[config.mk]
export PLATFORM = sky130hd
export DESIGN_NAME = rmgr_top
export DESIGN_NICKNAME = d
export VERILOG_FILES = /design/src/core/rmgr_pkg.sv /design/src/core/rmgr_cnt_if.sv /design/src/core/rmgr_counter.sv /design/src/core/rmgr_top.sv
export SDC_FILE = /design/constraint.sdc
export NUM_CORES = 1
export LEC_CHECK = 0
export BUFFER_PORTS_ARGS = -buffer_cell sky130_fd_sc_hd__buf_2
export CORE_ASPECT_RATIO = 0.9
export CORE_MARGIN = 4
export CORE_UTILIZATION = 59
export DETAILED_ROUTE_END_ITERATION = 6
export PLACE_DENSITY_LB_ADDON = 0.05
export SETUP_SLACK_MARGIN = 0.05
export SYNTH_ARGS = -nofsm -noshare
export SYNTH_HDL_FRONTEND = slang
export SYNTH_HIERARCHICAL = 1
export SYNTH_SLANG_ARGS = --single-unit
[constraint.sdc]
create_clock -name mclk_i -period 3.4 [get_ports mclk_i]
set_input_delay 0.17 -clock mclk_i [delete_from_list [all_inputs] [get_ports mclk_i]]
set_output_delay 0.17 -clock mclk_i [all_outputs]
set_load 0.02 [all_outputs]
[src/core/rmgr_pkg.sv]
package rmgr_pkg;

  // Reset pin filter
  localparam int CLK_NS = 100;
  localparam int EXT_RST_NS = 200;
  localparam int EXT_RST_CYC = (EXT_RST_NS + CLK_NS - 1) / CLK_NS;
  localparam logic [2:0] EXT_RST_TRIP = 3'(EXT_RST_CYC + 1);

  // Power-on sequencing
  localparam int RC_PULSE_W = 2;
  localparam logic [1:0] RC_PULSES = 2'h3;
  localparam int XTAL_EDGES = 1024;

  // Oscillator and timers
  localparam int RC_HZ = 10000;
  localparam int CAL_HZ = 1000;
  localparam int CAL_DIV_W = 8;
  localparam logic [7:0] CAL_DIV_RST = 8'(RC_HZ / CAL_HZ);
  localparam int WDOG_MS = 2000;
  localparam int WDOG_RC_EDGES = WDOG_MS * (RC_HZ / 1000);
  localparam int TICK_MS = 1;
  localparam int PRESC_LOG2 = $clog2(CAL_HZ * TICK_MS / 1000);
  localparam int PRESC_W = 8;
  localparam int SLEEP_W = 16;

  typedef enum logic [1:0] {
    PM_ACTIVE = 2'h0,
    PM_IDLE   = 2'h1,
    PM_DEEP   = 2'h2,
    PM_PDOWN  = 2'h3
  } rmgr_mode_t;

  typedef enum logic [2:0] {
    ST_AON_RST  = 3'h0,
    ST_CORE_RST = 3'h1,
    ST_XTAL     = 3'h2,
    ST_ACTIVE   = 3'h3,
    ST_IDLE     = 3'h4,
    ST_DEEP     = 3'h5,
    ST_PDOWN    = 3'h6,
    ST_WAKE     = 3'h7
  } rmgr_state_t;

  typedef enum logic [2:0] {
    CAUSE_POR  = 3'h1,
    CAUSE_WDOG = 3'h2,
    CAUSE_PC   = 3'h3,
    CAUSE_SOFT = 3'h4,
    CAUSE_DIP  = 3'h5
  } rmgr_cause_t;

  // Control word: field positions
  localparam int CTL_W = 9;
  localparam int CTL_AON_RUN = 0;
  localparam int CTL_CORE_RUN = 1;
  localparam int CTL_HALT = 2;
  localparam int CTL_REG_EN = 3;
  localparam int CTL_CORE_PWR = 4;
  localparam int CTL_RADIO_PWR = 5;
  localparam int CTL_FREEZE = 6;
  localparam int CTL_MODE = 7;

  // Control word per state
  localparam logic [8:0] CTL_RESET = 9'h03C;
  localparam logic [8:0] CTL_CORE_HOLD = 9'h03D;
  localparam logic [8:0] CTL_ACT = 9'h03B;
  localparam logic [8:0] CTL_IDL = 9'h0BF;
  localparam logic [8:0] CTL_DEEP = 9'h147;
  localparam logic [8:0] CTL_PDOWN = 9'h1C7;
  localparam logic [8:0] CTL_WAKE = 9'h04F;

endpackage

[src/core/rmgr_cnt_if.sv]
`timescale 1ns/1ps
interface rmgr_cnt_if #(parameter int W = 4) ();
  logic ce;
  logic clr;
  logic step;
  logic [W-1:0] target;
  logic [W-1:0] count;
  logic done;
  modport ctrl (output ce, clr, step, target, input count, done);
  modport cnt (input ce, clr, step, target, output count, done);
endinterface

[src/core/rmgr_counter.sv]
`timescale 1ns/1ps
module rmgr_counter #(
  parameter int W = 4
) (
  // Clock and reset
  input wire logic mclk_i,
  input wire logic rstn_i,
  // Control and result
  rmgr_cnt_if.cnt c
);

  logic [W-1:0] count_reg;
  logic [W-1:0] count_next;

  // A step in the clearing cycle is kept, not lost
  always_comb begin
    count_next = count_reg;
    if (c.clr) begin
      count_next = c.step ? W'(1) : '0;
    end else if (c.step && !c.done) begin
      count_next = count_reg + W'(1);
    end
  end

  always_ff @(posedge mclk_i or negedge rstn_i) begin
    if (!rstn_i) begin
      count_reg <= '0;
    end else if (c.ce) begin
      count_reg <= count_next;
    end
  end

  assign c.count = count_reg;
  assign c.done = (count_reg == c.target);
endmodule

[src/core/rmgr_top.sv]
// How it works
// - Reset pin held low over 200 ns puts the device in reset.
// - Short low glitches on the reset pin are filtered out.
// - While the pin reset is active all state returns to reset values.
// - Cause of the last reset is kept in a readable cause output.
// - Always-on domain stays reset until pads good and three RC pulses.
// - Core held in reset while regulator output is below threshold, except in sleep and wake, where core power is off instead.
// - Core reset released only after 1024 crystal edges are counted.
// - Raw RC oscillator runs always and paces the management logic.
// - Programmable divider makes about 1 kHz from RC for the sleep timer.
// - Watchdog on RC clock resets the whole device after about 2 s.
// - Watchdog reset stays internal and drives no pin.
// - Only firmware can restart the watchdog; no host control exists.
// - 16-bit sleep timer ticks every 1 ms via power-of-two prescaler.
// - Exactly four power modes: active, idle, deep sleep, power down.
// - Idle halts the CPU until any interrupt; everything else runs.
// - Sleep modes power off core and radio, regulator off, outputs frozen.
// - Waking from sleep re-enables the regulator before core resumes.
// - Deep sleep wakes on timer or external; power down only external.
`timescale 1ns/1ps
module rmgr_top
  import rmgr_pkg::*;
#(
  parameter int WDOG_TIMEOUT = WDOG_RC_EDGES,
  parameter int XTAL_COUNT = XTAL_EDGES,
  parameter int PRESC_N = PRESC_LOG2
) (
  // Clock, reset, enable
  input wire logic mclk_i,
  input wire logic rstn_i,
  input wire logic ce_i,
  // Pins and supply monitors
  input wire logic ext_reset_low_i,
  input wire logic pads_ok_i,
  input wire logic regulator_ok_i,
  input wire logic rc_clk_i,
  input wire logic xtal_edge_i,
  // Firmware controls
  input wire logic wdog_restart_i,
  input wire logic pc_rollover_i,
  input wire logic sw_reset_i,
  input wire logic [CAL_DIV_W-1:0] cal_div_i,
  input wire logic sleep_req_i,
  input wire rmgr_mode_t sleep_mode_i,
  input wire logic [SLEEP_W-1:0] wake_at_i,
  // Wake sources
  input wire logic irq_i,
  input wire logic wake_ext_i,
  // Domain controls
  output logic aon_rstn_o,
  output logic core_rstn_o,
  output logic cpu_halt_o,
  output logic regulator_en_o,
  output logic core_pwr_en_o,
  output logic radio_pwr_en_o,
  output logic out_freeze_o,
  // Status
  output rmgr_mode_t mode_o,
  output rmgr_cause_t reset_cause_o,
  output logic [SLEEP_W-1:0] sleep_count_o
);

  localparam int WDOG_W = $clog2(WDOG_TIMEOUT + 1);
  localparam int XTAL_W = $clog2(XTAL_COUNT + 1);

  // Pin filter and RC edge
  logic [2:0] low_cnt_reg;
  logic [2:0] low_cnt_next;
  logic rc_q_reg;
  logic ext_rst_act;
  logic rc_rise;

  always_comb begin
    low_cnt_next = low_cnt_reg;
    if (ext_reset_low_i) begin
      low_cnt_next = 3'h0;
    end else if (low_cnt_reg != EXT_RST_TRIP) begin
      low_cnt_next = low_cnt_reg + 3'h1;
    end
  end

  assign ext_rst_act = (low_cnt_reg == EXT_RST_TRIP);
  assign rc_rise = rc_clk_i && !rc_q_reg;

  always_ff @(posedge mclk_i or negedge rstn_i) begin
    if (!rstn_i) begin
      low_cnt_reg <= 3'h0;
      rc_q_reg <= 1'b0;
    end else if (ce_i) begin
      low_cnt_reg <= low_cnt_next;
      rc_q_reg <= rc_clk_i;
    end
  end

  // Counters
  rmgr_state_t state_reg;
  rmgr_state_t state_next;
  logic run;

  assign run = (state_reg == ST_ACTIVE) || (state_reg == ST_IDLE);

  rmgr_cnt_if #(.W(RC_PULSE_W)) rc3_if ();
  rmgr_cnt_if #(.W(XTAL_W)) xtal_if ();
  rmgr_cnt_if #(.W(WDOG_W)) wdog_if ();
  rmgr_cnt_if #(.W(CAL_DIV_W)) cal_if ();

  assign rc3_if.ce = ce_i;
  // Pulses seen before the pad supply is good must not count
  assign rc3_if.clr = (state_reg != ST_AON_RST) || ext_rst_act || !pads_ok_i;
  assign rc3_if.step = rc_rise;
  assign rc3_if.target = RC_PULSES;

  assign xtal_if.ce = ce_i;
  assign xtal_if.clr = (state_reg != ST_XTAL);
  assign xtal_if.step = xtal_edge_i;
  assign xtal_if.target = XTAL_W'(XTAL_COUNT);

  // Restart comes only from the firmware port; nothing host-side reaches it
  assign wdog_if.ce = ce_i;
  assign wdog_if.clr = wdog_restart_i || !run;
  assign wdog_if.step = rc_rise;
  assign wdog_if.target = WDOG_W'(WDOG_TIMEOUT);

  // Divider restarts itself on reaching the programmed ratio
  assign cal_if.ce = ce_i;
  assign cal_if.clr = cal_if.done || ext_rst_act;
  assign cal_if.step = rc_rise;
  assign cal_if.target = cal_div_i;

  rmgr_counter #(.W(RC_PULSE_W)) u_rc3 (
    .mclk_i(mclk_i),
    .rstn_i(rstn_i),
    .c(rc3_if)
  );
  rmgr_counter #(.W(XTAL_W)) u_xtal (
    .mclk_i(mclk_i),
    .rstn_i(rstn_i),
    .c(xtal_if)
  );
  rmgr_counter #(.W(WDOG_W)) u_wdog (
    .mclk_i(mclk_i),
    .rstn_i(rstn_i),
    .c(wdog_if)
  );
  rmgr_counter #(.W(CAL_DIV_W)) u_cal (
    .mclk_i(mclk_i),
    .rstn_i(rstn_i),
    .c(cal_if)
  );

  // Sleep timer
  localparam logic [PRESC_W-1:0] PRESC_MASK = PRESC_W'((1 << PRESC_N) - 1);
  logic [PRESC_W-1:0] presc_reg;
  logic [PRESC_W-1:0] presc_next;
  logic [SLEEP_W-1:0] sleep_reg;
  logic [SLEEP_W-1:0] sleep_next;
  logic ms_tick;
  logic timer_hit;

  assign ms_tick = cal_if.done && ((presc_reg & PRESC_MASK) == PRESC_MASK);
  assign timer_hit = ms_tick && ((sleep_reg + 16'h0001) == wake_at_i);

  always_comb begin
    presc_next = presc_reg;
    sleep_next = sleep_reg;
    if (ext_rst_act) begin
      presc_next = '0;
      sleep_next = '0;
    end else begin
      if (cal_if.done) begin
        presc_next = presc_reg + PRESC_W'(1);
      end
      if (ms_tick) begin
        // Free-running wrap; long delays are extended by firmware
        sleep_next = sleep_reg + 16'h0001;
      end
    end
  end

  always_ff @(posedge mclk_i or negedge rstn_i) begin
    if (!rstn_i) begin
      presc_reg <= '0;
      sleep_reg <= '0;
    end else if (ce_i) begin
      presc_reg <= presc_next;
      sleep_reg <= sleep_next;
    end
  end

  assign sleep_count_o = sleep_reg;

  // Sequencer and power modes
  rmgr_cause_t cause_reg;
  rmgr_cause_t cause_next;
  logic [CTL_W-1:0] ctl_reg;
  logic [CTL_W-1:0] ctl_next;

  function automatic logic [CTL_W-1:0] ctl_f(input rmgr_state_t s);
    logic [CTL_W-1:0] c;
    c = CTL_RESET;
    case (s)
      ST_AON_RST: c = CTL_RESET;
      ST_CORE_RST: c = CTL_CORE_HOLD;
      ST_XTAL: c = CTL_CORE_HOLD;
      ST_ACTIVE: c = CTL_ACT;
      ST_IDLE: c = CTL_IDL;
      ST_DEEP: c = CTL_DEEP;
      ST_PDOWN: c = CTL_PDOWN;
      ST_WAKE: c = CTL_WAKE;
      default: c = CTL_RESET;
    endcase
    return c;
  endfunction

  always_comb begin
    state_next = state_reg;
    cause_next = cause_reg;
    if (ext_rst_act || !pads_ok_i) begin
      state_next = ST_AON_RST;
      cause_next = CAUSE_POR;
    end else if (run && wdog_if.done) begin
      // Acts on the domain controls only, never on a pin
      state_next = ST_AON_RST;
      cause_next = CAUSE_WDOG;
    end else if (run && pc_rollover_i) begin
      state_next = ST_CORE_RST;
      cause_next = CAUSE_PC;
    end else if (run && sw_reset_i) begin
      state_next = ST_CORE_RST;
      cause_next = CAUSE_SOFT;
    end else if (run && !regulator_ok_i) begin
      state_next = ST_CORE_RST;
      cause_next = CAUSE_DIP;
    end else begin
      case (state_reg)
        ST_AON_RST: begin
          if (rc3_if.done) begin
            state_next = ST_CORE_RST;
          end
        end
        ST_CORE_RST: begin
          if (regulator_ok_i) begin
            state_next = ST_XTAL;
          end
        end
        ST_XTAL: begin
          if (!regulator_ok_i) begin
            state_next = ST_CORE_RST;
          end else if (xtal_if.done) begin
            state_next = ST_ACTIVE;
          end
        end
        ST_ACTIVE: begin
          if (sleep_req_i) begin
            case (sleep_mode_i)
              PM_IDLE: state_next = ST_IDLE;
              PM_DEEP: state_next = ST_DEEP;
              PM_PDOWN: state_next = ST_PDOWN;
              default: state_next = ST_ACTIVE;
            endcase
          end
        end
        ST_IDLE: begin
          if (irq_i) begin
            state_next = ST_ACTIVE;
          end
        end
        ST_DEEP: begin
          if (wake_ext_i || timer_hit) begin
            state_next = ST_WAKE;
          end
        end
        ST_PDOWN: begin
          if (wake_ext_i) begin
            state_next = ST_WAKE;
          end
        end
        ST_WAKE: begin
          // Core stays unpowered until the regulator is back up
          if (regulator_ok_i) begin
            state_next = ST_ACTIVE;
          end
        end
        default: state_next = ST_AON_RST;
      endcase
    end
    ctl_next = ctl_f(state_next);
  end

  always_ff @(posedge mclk_i or negedge rstn_i) begin
    if (!rstn_i) begin
      state_reg <= ST_AON_RST;
      cause_reg <= CAUSE_POR;
      ctl_reg <= CTL_RESET;
    end else if (ce_i) begin
      state_reg <= state_next;
      cause_reg <= cause_next;
      ctl_reg <= ctl_next;
    end
  end

  assign aon_rstn_o = ctl_reg[CTL_AON_RUN];
  assign core_rstn_o = ctl_reg[CTL_CORE_RUN];
  assign cpu_halt_o = ctl_reg[CTL_HALT];
  assign regulator_en_o = ctl_reg[CTL_REG_EN];
  assign core_pwr_en_o = ctl_reg[CTL_CORE_PWR];
  assign radio_pwr_en_o = ctl_reg[CTL_RADIO_PWR];
  assign out_freeze_o = ctl_reg[CTL_FREEZE];
  assign mode_o = rmgr_mode_t'(ctl_reg[CTL_MODE +: 2]);
  assign reset_cause_o = cause_reg;
endmodule
* After elaboration in Yosys (flattened, before gate mapping)
Memories as Yosys holds them, arrays and structs flattened. A register that Yosys moved wholly into a read port is not among the register bits. Cells that the tools add are included.
Word-level totals: register bits after elaboration 62, ROM bits 72, input bits 40, output and inout port bits 28, word-level logic and storage cells 113, memories 1
Operators by class: add/sub/neg operators 6, equality and inequality tests 18, mux-type cells 37, reduce and logical (&&, ||, !) cells 42
Memory list:
- (no name shown) | depth 8, width 9, rd ports 1, clocked after memory_dff 1, wr ports 0, line rmgr_top.sv:201 | case (s)
Operators by type and width (count):
- 3-bit 2-to-1 mux | 21
- 16-bit 2-to-1 mux | 2
- 15-bit 2-to-1 mux | 2
- 3-bit case mux with 8 select lines | 1
- 11-bit 2-to-1 mux | 2
- 16-bit by 1-bit adder with 16-bit output, second input constant | 1
- 16-bit equality test | 1
- 8-bit 2-to-1 mux | 2
- 15-bit by 1-bit adder with 15-bit output, second input constant | 1
- 15-bit equality test, second input constant | 1
- 2-bit AND reduction | 7
- 3-bit equality test, second input constant | 4
- 2-bit nonzero test | 6
- 11-bit by 1-bit adder with 11-bit output, second input constant | 1
- 11-bit equality test, second input constant | 1
- 1-bit logical AND | 10
- 3-bit by 2-bit equality test with 1-bit output, second input constant | 3
- 1-bit zero test | 9
- 3-bit case mux with 3 select lines | 1
- 8-bit by 1-bit adder with 8-bit output, second input constant | 1
- 8-bit equality test | 1
- 1-bit logical OR | 7
- 2-bit equality test, second input constant | 3
- 3-bit by 2-bit inequality test with 1-bit output, second input constant | 2
- other kinds (9) | 13

* Longest topological paths before layout
word-level depth 11, depth in mapped cells 16, depth with buffers taken out 14

* Hierarchy
Netlist, hierarchy kept.
By module, submodules not included:
- rmgr_top | times used 1, cells an instance 298, area an instance 2469.9 um2, seq. area each 855.8 um2
- rmgr_counter (u_wdog) | times used 1, cells an instance 135, area an instance 1176.1 um2, seq. area each 375.4 um2
- rmgr_counter (u_xtal) | times used 1, cells an instance 97, area an instance 849.6 um2, seq. area each 275.3 um2
- rmgr_counter (u_cal) | times used 1, cells an instance 81, area an instance 690.7 um2, seq. area each 200.2 um2
- rmgr_counter (u_rc3) | times used 1, cells an instance 17, area an instance 168.9 um2, seq. area each 50.0 um2

* Worst setup path after synthesis
No wires, ideal clock.
kind reg2reg, from register sleep_reg[0], in the netlist sleep_count_o[0], to register ctl_reg[3], setup time 77 ps, arrival time 3037 ps, data required time 3323 ps, setup slack 285 ps, cell stages (with the launch flop) 12, buffers on the path 0, clock period less this slack 3115 ps, path through dfrtp_1 ha_1 nand3_2 or3_1 a2111o_1 or4_4 nor4_4 nor2_1 ha_1 inv_1 or2_1 o21a_1
On the way: longest elaborated chain between the ends 11
Ends and longest elaborated chain:
- start, declared | line rmgr_top.sv:155 | logic [SLEEP_W-1:0] sleep_reg;
- start signal, assigned | line rmgr_top.sv:186 | sleep_reg <= sleep_next;
- 16-bit by 1-bit adder with 16-bit output | line rmgr_top.sv:161 | assign timer_hit = ms_tick && ((sleep_reg + 16'h0001) == wake_at_i);
- 16-bit equality test | line rmgr_top.sv:161
- 1-bit logical AND | line rmgr_top.sv:161
- 1-bit logical OR | line rmgr_top.sv:269 | if (wake_ext_i || timer_hit) begin
- 3-bit 2-to-1 mux | line rmgr_top.sv:269
- 3-bit case mux with 8 select lines | line rmgr_top.sv:235 | case (state_reg)
- 3-bit 2-to-1 mux | line rmgr_top.sv:231 | end else if (run && !regulator_ok_i) begin
- 3-bit 2-to-1 mux | line rmgr_top.sv:228 | end else if (run && sw_reset_i) begin
- 3-bit 2-to-1 mux | line rmgr_top.sv:225 | end else if (run && pc_rollover_i) begin
- 3-bit 2-to-1 mux | line rmgr_top.sv:221 | end else if (run && wdog_if.done) begin
- 3-bit 2-to-1 mux | line rmgr_top.sv:218 | if (ext_rst_act || !pads_ok_i) begin
- end, declared | line rmgr_top.sv:195 | logic [CTL_W-1:0] ctl_reg;
No other way between the ends. A chain may end at the register's enable or synchronous reset.

* Worst setup path in the final report
from register sleep_reg[1], in the netlist sleep_count_o[1], to register ctl_reg[3]
The elaborated chain is that of the path after synthesis.

==> results.sh <==
export IMPL_outcome="finished, final reports clean"
export IMPL_nNetsFinal=769
export IMPL_cp_required_ns=3.70
export IMPL_setup_tns_ns=0
export IMPL_dp_cells=824
export IMPL_drt_total_wl_um=13600
export IMPL_synth_top_area_share_pct=30.8
export IMPL_num_rows=32
export IMPL_diodes=0
export IMPL_synth_top_area_cell="dfrtp_1"
export IMPL_slew_headroom_pct=40.5
export IMPL_start_kind="flop"
export IMPL_wl_met2_um=6370
export IMPL_cts_root_buf="clkbuf_8"
export IMPL_finalMaxSlewViolations=0
export IMPL_critPathSlowestCell="or4_4"
export IMPL_ant_nets=0
export IMPL_crit_top_cell="ha_1"
export IMPL_wire_per_inst_um=16.2
export IMPL_max_freq_ghz=0.316
export IMPL_syn_area_per_cell_um2=8.53
export IMPL_grt_max_degree=39
export IMPL_numClockSinks=70
export IMPL_mostFrequentLayoutCells="67 x buf_2, 66 x dfrtp_1, 58 x nand2_1"
export IMPL_vias=5076
export IMPL_synth_cell_type_count=85
export IMPL_clock_latency_ns=0.36
export IMPL_first_pass_iters=5
export IMPL_grt_pass1_wl_um=23400
export IMPL_die_h_um=98.4
export IMPL_hp_class="in2reg"
export IMPL_synth_seq_area_share_pct=32.8
export IMPL_start_util_pct=61.4
export IMPL_cp_end_kind="flop"
export IMPL_path_clk_slew_ns=0.09
export IMPL_synth_flop_cell="dfrtp_1"
export IMPL_syn_instance_count=628
export IMPL_drcViolationCount=0
export IMPL_wl_met3_um=846
export IMPL_numPortBuffers=67
export IMPL_vdd_ir_drop_max_uv=226
export IMPL_die_width_um=108
export IMPL_cts_tree="done"
export IMPL_holdBufCountCts=1
export IMPL_hold_viol_final=0
export IMPL_die_area_mm2=0.0107
export IMPL_ios=68
export IMPL_cpPeakStageDelay_ns=0.53
export IMPL_grtUsageTotal_pct=27.0
export IMPL_cts_buffers=9
export IMPL_worstMarginPinSlew_ns=0.893
export IMPL_cp_data_arrival_time_ns=3.47
export IMPL_antenna_found_initial=0
export IMPL_yosysWarnings=6
export IMPL_htreeDepth=3
export IMPL_timing_final_crit_share_pct=93.1
export IMPL_period_minus_slack_ns=3.17
export IMPL_final_cells=841
export IMPL_cts_post_setup_buffers_inserted=0
export IMPL_clock_path_buffers=2
export IMPL_cp_buffers_inverters=1
export IMPL_wl_met1_um=6200
export IMPL_final_common_cell="buf_2"
export IMPL_max_cap_violations=0
export IMPL_synth_area_mm2=0.00536
export IMPL_vias_per_cell=6.04
export IMPL_highest_signal_layer="met4"
export IMPL_path_class="reg2reg"
export IMPL_rsz0062_at_grt="false"
export IMPL_p_leak_nw=2.73
export IMPL_finalSetupViolations=0
export IMPL_synth_edff_count=0
export IMPL_drt_iter0_drc=289
export IMPL_core_area_mm2=0.00873
export IMPL_cp_top_family="simple AND/OR/NAND/NOR gates"
export IMPL_p_total_mw=2.37
export IMPL_path_max_fanout=6
export IMPL_largest_reg_flops=16
export IMPL_synth_area_leaders="dfrtp_1 31%, xor2_1 5.1%, xnor2_1 4.3%"
export IMPL_gr_total_overflow=0
export IMPL_yosys_register_bits=70
export IMPL_skew_ns=0.0120
export IMPL_power_density_mw_per_mm2=388
export IMPL_path_cells="ha_1 -> nand3_2 -> or3_1 -> a2111o_1 -> or4_4 -> nor4_4 -> nor2_1 -> ha_1 -> inv_1 -> or2_1 -> o21a_1"
export IMPL_synthToLayoutAreaGrowth_pct=14.2
export IMPL_hpwlAfterDp_um=9700
export IMPL_grt_pass1_vias=4927
export IMPL_place_gp_congestion=0.882
export IMPL_cts_repair_resized=0
export IMPL_ys_async_sr_fraction_pct=100
export IMPL_drive_gt1_share_pct=18.1
cell usage after synthesis (7+ instances only):
| library cell | number |
|---|---|
| nand2_1 | 58 |
| nand4_1 | 19 |
| nand3_1 | 34 |
| nor2_1 | 32 |
| ha_1 | 12 |
| nor2b_1 | 15 |
| and3_1 | 7 |
| xor2_1 | 31 |
| inv_1 | 34 |
| dfrtp_1 | 66 |
| a311o_1 | 9 |
| a21oi_1 | 25 |
| o21ai_0 | 43 |
| and4_1 | 7 |
| o211ai_1 | 9 |
| clkbuf_1 | 19 |
| nor3_1 | 10 |
| xnor2_1 | 26 |
| nand2b_1 | 10 |
| nor4_1 | 17 |
stage by stage:
stage | utilization (%) | cell area [µm²] | hold WS, ns | worst slack (ns)
3_3_place_gp | 67.3 | 5880 | 0.334 | 0.327
5_1_grt | 70.1 | 6120 | 0.0357 | 0.0658
3_5_place_dp | 67.3 | 5880 | 0.344 | 0.282
6_report | 70.1 | 6120 | 0.0300 | 0.234
4_1_cts | 70.1 | 6120 | 0.0178 | 0.230
2_1_floorplan | - | 5460 | -0.126 | 0.285
final timing paths:
path                                   from           endpoint  slack, ns  depth (start not counted)
max                        sleep_count_o[1]         ctl_reg[3]       0.23                         11
min                         ext_reset_low_i     low_cnt_reg[1]       0.03                          2
max reg2reg                sleep_count_o[1]         ctl_reg[3]       0.23                         11
min reg2reg                reset_cause_o[1]   reset_cause_o[1]       0.50                          2
max in group asynchronous            rstn_i   reset_cause_o[0]       2.06                          3
min in group asynchronous            rstn_i  u_xtal/c.count[7]       0.47                          2
cell families after synthesis:
| logic type | share of synthesized area (%) |
|---|---|
| buffers and inverters | 6.40 |
| AND/OR/NAND/NOR | 24.7 |
| AO/OA/AOI/OAI | 22.1 |
| adder cells (fa/ha/maj) | 2.80 |
| flip-flops | 32.8 |
| XOR/XNOR | 9.63 |
| other | 0.140 |
| multiplexers | 1.40 |
per-layer routing:
| layer | GRT usage (%) | vias up |
|---|---|---|
| met5 | 0 | - |
| met4 | 8.45 | 0 |
| met3 | 5.95 | 20 |
| met2 | 41.5 | 172 |
| met1 | 37.8 | 2422 |
| li1 | - | 2462 |
report_power, final:
| part | switching, mW | total [mW] | leakage [nW] | internal (mW) |
|---|---|---|---|---|
| clock network | 0.354 | 0.792 | 0.110 | 0.438 |
| registers | 0.0989 | 1.00 | 0.923 | 0.904 |
| logic | 0.342 | 0.578 | 1.70 | 0.236 |
area by class of cell:
cell class,instances,area [µm²]
clock inverter,6,92.6
sequential,70,1760
fill,726,2610
tap,119,149
clock buffer,10,138
multi-input combinational,513,3360
timing repair buffer,87,488
inverter,36,136
Note: power is estimated with default switching activity, not from simulation.
